[config.mk]
export PLATFORM = sky130hd
export DESIGN_NAME = tmb_timer_core
export DESIGN_NICKNAME = d
export VERILOG_FILES = /design/src/hdl/tmb_pkg.sv /design/src/hdl/tmb_timer_core.sv /design/src/hdl/tmb_edge_qual.sv
export VERILOG_INCLUDE_DIRS = /design/src /design/src/hdl
export SDC_FILE = /design/constraint.sdc
export NUM_CORES = 1
export LEC_CHECK = 0
export BUFFER_PORTS_ARGS = -buffer_cell sky130_fd_sc_hd__buf_2
export CORE_ASPECT_RATIO = 1.25
export CORE_MARGIN = 2
export CORE_UTILIZATION = 44
export CTS_CLUSTER_DIAMETER = 60
export CTS_CLUSTER_SIZE = 16
export DETAILED_ROUTE_END_ITERATION = 8
export MAX_ROUTING_LAYER = met4
export SYNTH_ARGS = -nofsm -noshare
export SYNTH_HDL_FRONTEND = slang
export SYNTH_SLANG_ARGS = --single-unit
[constraint.sdc]
create_clock -name core_clk_i -period 2.9 [get_ports core_clk_i]
set_clock_uncertainty 0.1 [all_clocks]
set_input_delay 0.58 -clock core_clk_i [delete_from_list [all_inputs] [get_ports core_clk_i]]
set_output_delay 0.58 -clock core_clk_i [all_outputs]
set_load 0.03 [all_outputs]
[src/hdl/tmb_params.svh]
// Offsets, field positions and reset values of the capture/compare timer.
// Assumes inclusion by bare name from every file that decodes registers.
`ifndef TMB_PARAMS_SVH
`define TMB_PARAMS_SVH

// Register indices; byte address is four times the index
`define TMB_IDX_CFG 6'h00
`define TMB_IDX_IRQ_EN 6'h05
`define TMB_IDX_FLAG 6'h06
`define TMB_IDX_STATUS 6'h07
`define TMB_IDX_DBG 6'h08
`define TMB_IDX_LATCH 6'h09
`define TMB_IDX_CNT_LO 6'h0A
`define TMB_IDX_CNT_HI 6'h0B
`define TMB_IDX_CC_LO 6'h0C
`define TMB_IDX_CC_HI 6'h0D

// Configuration register fields
`define TMB_CFG_EN_BIT 0
`define TMB_CFG_MODE_LSB 4
`define TMB_CFG_MODE_MSB 6
`define TMB_CFG_EDGE_BIT 8
`define TMB_CFG_EVIN_BIT 9
`define TMB_CFG_W 10

// Single-bit registers keep their bit here
`define TMB_BIT0 0

// Reset values
`define TMB_RST_CFG 10'h000
`define TMB_RST_BYTE 8'h00
`define TMB_RST_WORD 16'h0000

`endif

[src/hdl/tmb_pkg.sv]
// Types shared by the capture/compare timer.
// Assumes nothing beyond a SystemVerilog compiler.
package tmb_pkg;

  typedef logic [7:0] tmb_byte_t;

  typedef enum logic [2:0]
  {
    TMB_M_PERIODIC = 3'b000,
    TMB_M_TIMEOUT = 3'b001,
    TMB_M_ON_EVENT = 3'b010,
    TMB_M_FREQ_MEAS = 3'b011,
    TMB_M_WIDTH_MEAS = 3'b100,
    TMB_M_FREQ_WIDTH = 3'b101,
    TMB_M_ONE_SHOT = 3'b110,
    TMB_M_BYTE_PWM = 3'b111
  } tmb_mode_e;

  typedef enum logic [1:0]
  {
    TMB_FW_IDLE = 2'b00,
    TMB_FW_ARMED = 2'b01,
    TMB_FW_SECOND = 2'b10
  } tmb_fw_e;

endpackage

[src/hdl/tmb_timer_core.sv]
// 16-bit capture/compare timer with byte-wide APB registers beside a 10-bit configuration register.
// Assumes APB master on core_clk_i; event and debug break are same-clock.
// Notes on behaviour
// RULE_01: events accepted only with event input enable
// RULE_02: enable bit gates flag onto interrupt
// RULE_03: flag set by mode condition regardless
// RULE_04: flag clears on write one or capture read
// RULE_05: top modes set flag at counter equals top
// RULE_06: frequency mode captures, restarts, flags
// RULE_07: on-event mode captures, flags, keeps counting
// RULE_08: width mode restarts, opposite edge captures
// RULE_09: combined mode flags and stops on second
// RULE_10: byte PWM compares counter with low byte
// RULE_11: run status bit, read only
// RULE_12: debug break halts unless bypass set
// RULE_13: one shared byte latch, read/write
// RULE_14: counter low and high bytes mapped
// RULE_15: bus counter write beats internal update
// RULE_16: capture modes load compare register
// RULE_17: top modes use compare register as top
// RULE_18: byte PWM bytes are independent registers
// RULE_19: three-bit field selects counter mode
// RULE_20: edge select inverts event edge actions
// RULE_21: low byte first through shared latch
//
// Register access over APB was decided locally.
`timescale 1ns/1ps
`include "tmb_params.svh"
module tmb_timer_core
  import tmb_pkg::*;
(
  // Clock, reset, clock enable
  input wire logic core_clk_i,
  input wire logic rst_i,
  input wire logic ce_i,
  // APB slave
  input wire logic psel_i,
  input wire logic penable_i,
  input wire logic pwrite_i,
  input wire logic [7:0] paddr_i,
  input wire logic [31:0] pwdata_i,
  output logic [31:0] prdata_o,
  output logic pready_o,
  output logic pslverr_o,
  // Event routing and debug
  input wire logic event_i,
  input wire logic debug_break_i,
  // Status
  output logic irq_o,
  output logic run_o
);

  function automatic logic is_idx(input logic [5:0] a, input logic [5:0] b);
    return a == b;
  endfunction

  logic [`TMB_CFG_W-1:0] cfg_reg;
  logic ie_reg;
  logic flag_reg;
  logic halt_bypass_reg;
  tmb_byte_t latch_reg;
  tmb_byte_t snap_reg;
  logic [15:0] count_reg;
  logic [15:0] cc_reg;
  logic run_reg;
  tmb_fw_e fw_reg;
  logic pready_reg;
  logic pslverr_reg;
  logic [31:0] prdata_reg;
  logic irq_reg;

  // Bus decode
  wire [5:0] idx = paddr_i[7:2];
  wire setup = psel_i & ~penable_i;
  wire done = psel_i & penable_i & pready_reg;
  wire wr = done & pwrite_i;
  wire rd = done & ~pwrite_i;
  wire tmb_byte_t wbyte = pwdata_i[7:0];
  wire mapped = is_idx(idx, `TMB_IDX_CFG) | is_idx(idx, `TMB_IDX_IRQ_EN)
    | is_idx(idx, `TMB_IDX_FLAG) | is_idx(idx, `TMB_IDX_STATUS)
    | is_idx(idx, `TMB_IDX_DBG) | is_idx(idx, `TMB_IDX_LATCH)
    | is_idx(idx, `TMB_IDX_CNT_LO) | is_idx(idx, `TMB_IDX_CNT_HI)
    | is_idx(idx, `TMB_IDX_CC_LO) | is_idx(idx, `TMB_IDX_CC_HI);
  wire wr_cfg = wr & is_idx(idx, `TMB_IDX_CFG);
  wire wr_ie = wr & is_idx(idx, `TMB_IDX_IRQ_EN);
  wire wr_flag = wr & is_idx(idx, `TMB_IDX_FLAG);
  wire wr_dbg = wr & is_idx(idx, `TMB_IDX_DBG);
  wire wr_latch = wr & is_idx(idx, `TMB_IDX_LATCH);
  wire wr_cnt_lo = wr & is_idx(idx, `TMB_IDX_CNT_LO);
  wire wr_cnt_hi = wr & is_idx(idx, `TMB_IDX_CNT_HI);
  wire wr_cc_lo = wr & is_idx(idx, `TMB_IDX_CC_LO);
  wire wr_cc_hi = wr & is_idx(idx, `TMB_IDX_CC_HI);
  wire rd_cnt_lo = rd & is_idx(idx, `TMB_IDX_CNT_LO);
  wire rd_cc_lo = rd & is_idx(idx, `TMB_IDX_CC_LO);

  // Configuration fields
  wire tmb_mode_e mode = tmb_mode_e'(
    cfg_reg[`TMB_CFG_MODE_MSB:`TMB_CFG_MODE_LSB]); // RULE_19
  wire enable = cfg_reg[`TMB_CFG_EN_BIT];
  wire edge_sel = cfg_reg[`TMB_CFG_EDGE_BIT];
  wire ev_en = cfg_reg[`TMB_CFG_EVIN_BIT];
  wire byte_pwm = mode == TMB_M_BYTE_PWM;
  wire halted = debug_break_i & ~halt_bypass_reg; // RULE_12
  wire top_mode = mode == TMB_M_PERIODIC | mode == TMB_M_TIMEOUT
    | mode == TMB_M_ONE_SHOT | byte_pwm;
  wire capture_mode = mode == TMB_M_ON_EVENT | mode == TMB_M_FREQ_MEAS
    | mode == TMB_M_WIDTH_MEAS | mode == TMB_M_FREQ_WIDTH;

  // Event qualification
  wire accept = enable & ev_en & ~halted; // RULE_01 RULE_12
  logic act;
  logic opp;

  tmb_edge_qual u_edge
  (
    .clk_i(core_clk_i),
    .rst_i(rst_i),
    .ce_i(ce_i),
    .event_i(event_i),
    .accept_i(accept),
    .edge_sel_i(edge_sel),
    .act_o(act),
    .opp_o(opp)
  );

  // Counting and top match
  wire tick = enable & ~halted & run_reg;
  wire [15:0] top = byte_pwm ? {8'h00, cc_reg[7:0]} : cc_reg; // RULE_10 RULE_17
  wire at_top = tick & top_mode & (count_reg == top); // RULE_05 RULE_10
  wire fw_first = mode == TMB_M_FREQ_WIDTH & act & fw_reg == TMB_FW_IDLE;
  wire fw_mid = mode == TMB_M_FREQ_WIDTH & opp & fw_reg == TMB_FW_ARMED;
  wire fw_last = mode == TMB_M_FREQ_WIDTH & act & fw_reg == TMB_FW_SECOND;

  // Capture and restart events per mode
  wire capture = (mode == TMB_M_ON_EVENT & act) // RULE_07
    | (mode == TMB_M_FREQ_MEAS & act) // RULE_06
    | (mode == TMB_M_WIDTH_MEAS & opp) // RULE_08
    | fw_mid; // RULE_16
  wire restart = (mode == TMB_M_FREQ_MEAS & act) // RULE_06
    | (mode == TMB_M_WIDTH_MEAS & act) // RULE_08
    | fw_first
    | (mode == TMB_M_ONE_SHOT & act);
  wire flag_set = at_top // RULE_03
    | (capture & ~fw_mid)
    | fw_last; // RULE_09
  wire flag_clr = (wr_flag & wbyte[`TMB_BIT0])
    | (rd_cc_lo & capture_mode); // RULE_04

  // Run state per mode
  logic run_next;
  always_comb
  begin
    run_next = run_reg;
    unique case (mode)
      TMB_M_TIMEOUT:
        run_next = act ? 1'b1 : (opp ? 1'b0 : run_reg);
      TMB_M_ONE_SHOT:
        run_next = act ? 1'b1 : (at_top ? 1'b0 : run_reg);
      TMB_M_FREQ_WIDTH:
        run_next = fw_first ? 1'b1 : (fw_last ? 1'b0 : run_reg); // RULE_09
      TMB_M_PERIODIC, TMB_M_ON_EVENT, TMB_M_FREQ_MEAS,
      TMB_M_WIDTH_MEAS, TMB_M_BYTE_PWM:
        run_next = 1'b1;
    endcase
    if (!enable)
      run_next = 1'b0;
  end

  // Combined-mode sequence
  logic [1:0] fw_code;
  tmb_fw_e fw_next;
  always_comb
  begin
    fw_code = fw_reg;
    fw_next = fw_reg;
    if (mode != TMB_M_FREQ_WIDTH || !enable)
      fw_next = TMB_FW_IDLE;
    else
      unique case (fw_code)
        2'b00: fw_next = fw_first ? TMB_FW_ARMED : TMB_FW_IDLE;
        2'b01: fw_next = fw_mid ? TMB_FW_SECOND : TMB_FW_ARMED;
        2'b10: fw_next = fw_last ? TMB_FW_IDLE : TMB_FW_SECOND;
        default: fw_next = TMB_FW_IDLE;
      endcase
  end

  // Counter: bus commit beats internal update
  wire [15:0] count_int = restart ? 16'h0000
    : (at_top ? 16'h0000
    : (tick ? count_reg + 16'h0001 : count_reg));
  wire [15:0] count_next = wr_cnt_hi ? {wbyte, latch_reg} // RULE_15 RULE_21
    : count_int; // RULE_14

  // Compare register: bus write beats capture
  wire [15:0] cc_next = wr_cc_hi
    ? (byte_pwm ? {wbyte, cc_reg[7:0]} : {wbyte, latch_reg}) // RULE_18 RULE_21
    : (wr_cc_lo & byte_pwm) ? {cc_reg[15:8], wbyte} // RULE_18
    : capture ? count_reg : cc_reg; // RULE_16

  // Shared latch: low-byte writes park here, low-byte reads fill it
  wire tmb_byte_t latch_next = wr_latch ? wbyte // RULE_13
    : (wr_cnt_lo | (wr_cc_lo & ~byte_pwm)) ? wbyte // RULE_21
    : (rd_cnt_lo | (rd_cc_lo & ~byte_pwm)) ? snap_reg // RULE_21
    : latch_reg;

  // Read mux; high bytes of 16-bit pairs come from the latch
  wire tmb_byte_t rd_byte =
    is_idx(idx, `TMB_IDX_IRQ_EN) ? {7'h00, ie_reg}
    : is_idx(idx, `TMB_IDX_FLAG) ? {7'h00, flag_reg}
    : is_idx(idx, `TMB_IDX_STATUS) ? {7'h00, run_reg} // RULE_11
    : is_idx(idx, `TMB_IDX_DBG) ? {7'h00, halt_bypass_reg}
    : is_idx(idx, `TMB_IDX_LATCH) ? latch_reg // RULE_13
    : is_idx(idx, `TMB_IDX_CNT_LO) ? count_reg[7:0] // RULE_14
    : is_idx(idx, `TMB_IDX_CNT_HI) ? latch_reg // RULE_21
    : is_idx(idx, `TMB_IDX_CC_LO) ? cc_reg[7:0]
    : is_idx(idx, `TMB_IDX_CC_HI) ? (byte_pwm ? cc_reg[15:8] : latch_reg)
    : 8'h00;
  wire [31:0] rd_word = is_idx(idx, `TMB_IDX_CFG)
    ? {22'h000000, cfg_reg} : {24'h000000, rd_byte};
  // Snapshot at setup so the latched high byte matches the low byte read
  wire tmb_byte_t snap_next = is_idx(idx, `TMB_IDX_CNT_LO)
    ? count_reg[15:8] : cc_reg[15:8];
  wire flag_next = flag_set | (flag_reg & ~flag_clr); // RULE_03 RULE_04

  // Bus answer: one fixed wait-free access phase
  always_ff @(posedge core_clk_i or posedge rst_i)
  begin
    if (rst_i)
    begin
      pready_reg <= 1'b0;
      pslverr_reg <= 1'b0;
      prdata_reg <= 32'h00000000;
      snap_reg <= `TMB_RST_BYTE;
    end
    else if (ce_i)
    begin
      pready_reg <= setup;
      pslverr_reg <= setup & ~mapped;
      prdata_reg <= (setup & ~pwrite_i) ? rd_word : 32'h00000000;
      snap_reg <= setup ? snap_next : snap_reg;
    end
  end

  // Software-owned control; status is not writable
  always_ff @(posedge core_clk_i or posedge rst_i)
  begin
    if (rst_i)
    begin
      cfg_reg <= `TMB_RST_CFG;
      ie_reg <= 1'b0;
      halt_bypass_reg <= 1'b0;
      latch_reg <= `TMB_RST_BYTE;
    end
    else if (ce_i)
    begin
      cfg_reg <= wr_cfg ? pwdata_i[`TMB_CFG_W-1:0] : cfg_reg;
      ie_reg <= wr_ie ? wbyte[`TMB_BIT0] : ie_reg; // RULE_02
      halt_bypass_reg <= wr_dbg ? wbyte[`TMB_BIT0] : halt_bypass_reg;
      latch_reg <= latch_next;
    end
  end

  // Timer state
  always_ff @(posedge core_clk_i or posedge rst_i)
  begin
    if (rst_i)
    begin
      count_reg <= `TMB_RST_WORD;
      cc_reg <= `TMB_RST_WORD;
      flag_reg <= 1'b0;
      run_reg <= 1'b0;
      fw_reg <= TMB_FW_IDLE;
      irq_reg <= 1'b0;
    end
    else if (ce_i)
    begin
      count_reg <= count_next;
      cc_reg <= cc_next;
      flag_reg <= flag_next;
      run_reg <= run_next; // RULE_11
      fw_reg <= fw_next;
      irq_reg <= flag_next & ie_reg; // RULE_02
    end
  end

  assign prdata_o = prdata_reg;
  assign pready_o = pready_reg;
  assign pslverr_o = pslverr_reg;
  assign irq_o = irq_reg;
  assign run_o = run_reg;
endmodule // tmb_timer_core

[src/hdl/tmb_edge_qual.sv]
// Event edge qualifier: turns the event level into action pulses.
// Assumes the event comes from logic on the same clock.
`timescale 1ns/1ps
module tmb_edge_qual
(
  // Clock, reset, enable
  input wire logic clk_i,
  input wire logic rst_i,
  input wire logic ce_i,
  // Event and control
  input wire logic event_i,
  input wire logic accept_i,
  input wire logic edge_sel_i,
  // Qualified pulses
  output logic act_o,
  output logic opp_o
);

  logic prev_reg;
  wire rise = event_i & ~prev_reg;
  wire fall = ~event_i & prev_reg;

  // Level history runs even while gated, so no stale edge on enable
  always_ff @(posedge clk_i or posedge rst_i)
  begin
    if (rst_i)
      prev_reg <= 1'b0;
    else if (ce_i)
      prev_reg <= event_i;
  end

  assign act_o = accept_i & (edge_sel_i ? fall : rise); // RULE_20
  assign opp_o = accept_i & (edge_sel_i ? rise : fall); // RULE_20

endmodule // tmb_edge_qual

==> impl_metrics.py <==
metrics = {
    "timing": {
        "hold_viol": 0,
        "setup_slack_ns": 0.377,
        "slew_viol_final": 0,
        "setup_viol": 0,
        "worstMarginPinSlew_ns": 0.637,
        "clock.fmax_mhz": 396,
        "layout_min_cycle_time_ns": 2.52,
        "setup_tns_ns": 0,
        "rsz0062_at_grt": "false",
        "fin_crit_sh_pct": 87.0,
        "slew_headroom_pct": 57.3,
    },
    "critical_path": {
        "startpoint": "cfg_reg[8]",
        "worstSetupPathType": "reg2reg",
        "critPathLaunchType": "flip-flop",
        "cp-end-kind": "flip-flop",
        "crit_slowest_cell": "dfrtp_1",
        "cp_cell_sequence": "or3b_1 > a211oi_2 > nand4b_1 > nand3_1 > o221a_2 > mux2_4",
        "required_ns": 3.03,
        "path_max_fanout": 10,
        "arrival_ns": 2.66,
        "r2r-start": "cfg_reg[8]",
        "cpPeakStageDelay_ns": 0.47,
    },
    "detailed_routing": {
        "via_per_inst": 5.89,
        "routed_wl_mm": 16.4,
        "route.detailed.drc": 0,
        "via_count": 4739,
        "final_antenna_net_count": 0,
        "first_pass_iters": 6,
        "wl_per_cell_microns": 20.4,
        "drtIter0Drc": 313,
    },
    "finish": {
        "synthToLayoutAreaGrowth_pct": 12.6,
        "finalNetCount": 685,
        "drive_gt1_share_pct": 23.7,
        "diodes": 0,
    },
    "cts": {
        "clock_tree.root_cell": "clkbuf_16",
        "cts.sinks": 78,
        "post_cts.repair.setup_buffers": 0,
        "cts_buffers": 9,
        "h-tree-depth": 3,
        "holdBufCountCts": 0,
        "path_clk_slew_ns": 0.06,
        "insertion_delay_ns": 0.35,
        "ctsResizeCount": 0,
        "cts_buffer_depth": 2,
        "cts_tree": "done",
    },
    "die": {
        "die-area_sq_um": 13300,
        "start_util_pct": 44.9,
        "placementRows": 45,
        "io-pin-count": 84,
        "core_area_sq_um": 12100,
        "die-height_microns": 128,
        "die_w_microns": 103,
    },
    "grt": {
        "grt.busiest_layer": "met2",
        "grt_util_met3_pct": 5.02,
        "grt_util_met1_pct": 33.5,
        "grt_pass1_vias": 4474,
        "grt_first_pass_wirelength_mm": 25.9,
        "grt_antenna_before_repair": 0,
        "grt_max_degree": 51,
        "gr-total-overflow": 0,
        "grtUsageMet2_pct": 42.7,
        "track_usage_pct": 27.0,
    },
    "logic_synthesis": {
        "ys.warnings.count": 0,
        "synth_top_area_share_pct": 35.9,
        "synth_area_leader_cell": "dfrtp_1",
        "synthDistinctLibCells": 76,
        "avgSynthCellArea_sq_um": 9.04,
        "synth.area.top_cells": "dfrtp_1, mux2_2, mux2_4",
        "ys_async_sr_fraction_pct": 100,
        "ys_seq_area_share_pct": 35.9,
        "synth_flop_cell": "dfrtp_1",
        "synth_area_sq_um": 5430,
        "synth_edf_count": 0,
        "syn_inst": 601,
        "synth-seq-cells": 78,
    },
    "placement": {
        "post-place-ws_ns": 0.188,
        "portBuffers": 37,
        "dp_hpwl_mm": 12.0,
        "place.gp.congestion": 0.931,
    },
    "power": {
        "clockPowerShare_pct": 47.8,
        "power_density_nw_per_um2": 436,
        "p_sw_mw": 0.695,
        "p_comb_share_pct": 9.4,
        "power_leakage_nw": 2.60,
        "p_total_mw": 2.67,
        "p_sw_share_pct": 26.0,
        "irDropWorstVdd_uv": 271,
        "pwr-share-seq_pct": 42.8,
        "internal_power_mw": 1.97,
    },
    "min_path": {
        "hold_class": "in2async",
    },
    "flow_run": {
        "max_cap_violations": 0,
    },
    "status": {
        "status": "complete, no violations",
    },
}
## critical path: cells and delay by family, from the launching register on
kind               cells  cell delay, ns
muxes                  1            0.34
and+or+nand+nor        3            0.82
DFF                    1            0.47
AOI/OAI and AO/OA      2            0.68
## cells in the final DEF, fill, tap and decap left out, types with 7 or more instances in the layout
cell and instances:
a22oi_1 7, nand4_1 10, o21ai_1 7, a221o_1 8, a31oi_1 14, dfrtp_1 78
nand2_1 60, a221oi_1 7, conb_1 22, inv_1 13, buf_2 37, mux2i_1 12
mux2_2 32, nand3_1 12, nand2b_1 9, nor2_1 50, mux2_4 15, clkbuf_16 9
buf_4 26, a21oi_1 38, nor3_1 11, o22ai_1 8, o21ai_0 31, o31ai_1 9
xnor2_1 10
## synth_stat cells (14+ instances only)
| cell type | instances |
|---|---|
| dfrtp_1 | 78 |
| nand2_1 | 60 |
| nor2_1 | 50 |
| clkbuf_1 | 23 |
| mux2_2 | 32 |
| a31oi_1 | 14 |
| mux2_4 | 15 |
| o21ai_0 | 31 |
| inv_1 | 14 |
| buf_4 | 23 |
| a21oi_1 | 38 |
## per-layer routing
layer | vias up | part of all wire [%]
li1 | 2246 | -
met1 | 2291 | 43
met2 | 166 | 48
met3 | 36 | 5.1
met4 | 0 | 4.0
met5 | - | 0
## area by class of cell
type	instances	area (sq um)
flip-flops and latches	78	1950
fillers	1159	5990
repair buffers	66	440
clock inverters	6	92.6
clock buffers	10	239
inverters	14	53.8
multi-input cells	467	3130
well taps	164	205
## per-stage QoR
step	instance area, sq um	hold WS [ns]	utilization [%]	std cells
final	6120	0.158	50.5	805
after global routing	6120	0.204	50.5	805
after CTS	6120	0.178	50.5	805
after detailed placement	5790	0.366	47.8	789
after global placement	5790	0.362	47.8	789
after floorplan	5510	0.346	-	622
## cell families (layout without fill, tap and decap cells)
kind of cell / Yosys count / count (layout) / synth area share (%)
compound gates: 173 / 173 / 21.3
xor+xnor: 10 / 10 / 1.61
fa+ha+maj: 1 / 1 / 0.230
buf+inv: 77 / 96 / 7.92
flops: 78 / 78 / 35.9
mux: 59 / 59 / 13.0
other cells: 1 / 22 / 0.0690
simple gates: 202 / 202 / 19.9
## path summary, 6_finish.rpt
| path | end | slack (ns) | cells past startpoint |
|---|---|---|---|
| max | cc_reg[5] | 0.38 | 6 |
| min | ie_reg | 0.16 | 2 |
| max reg2reg | cc_reg[5] | 0.38 | 6 |
| min reg2reg | snap_reg[7] | 0.38 | 2 |
| max in group asynchronous | count_reg[0] | 1.87 | 3 |
| min in group core_clk_i | cfg_reg[9] | 0.37 | 2 |
## power groups by stage
| stage | logic [mW] | clock network [mW] | registers, mW |
|---|---|---|---|
| floorplan | 0.192 | 0 | 1.15 |
| global placement | 0.246 | 0 | 1.16 |
| detailed placement | 0.250 | 0 | 1.16 |
| CTS | 0.251 | 1.29 | 1.14 |
| global route | 0.273 | 1.35 | 1.15 |
| finish | 0.250 | 1.27 | 1.14 |
(Power assumes the default switching activity.)
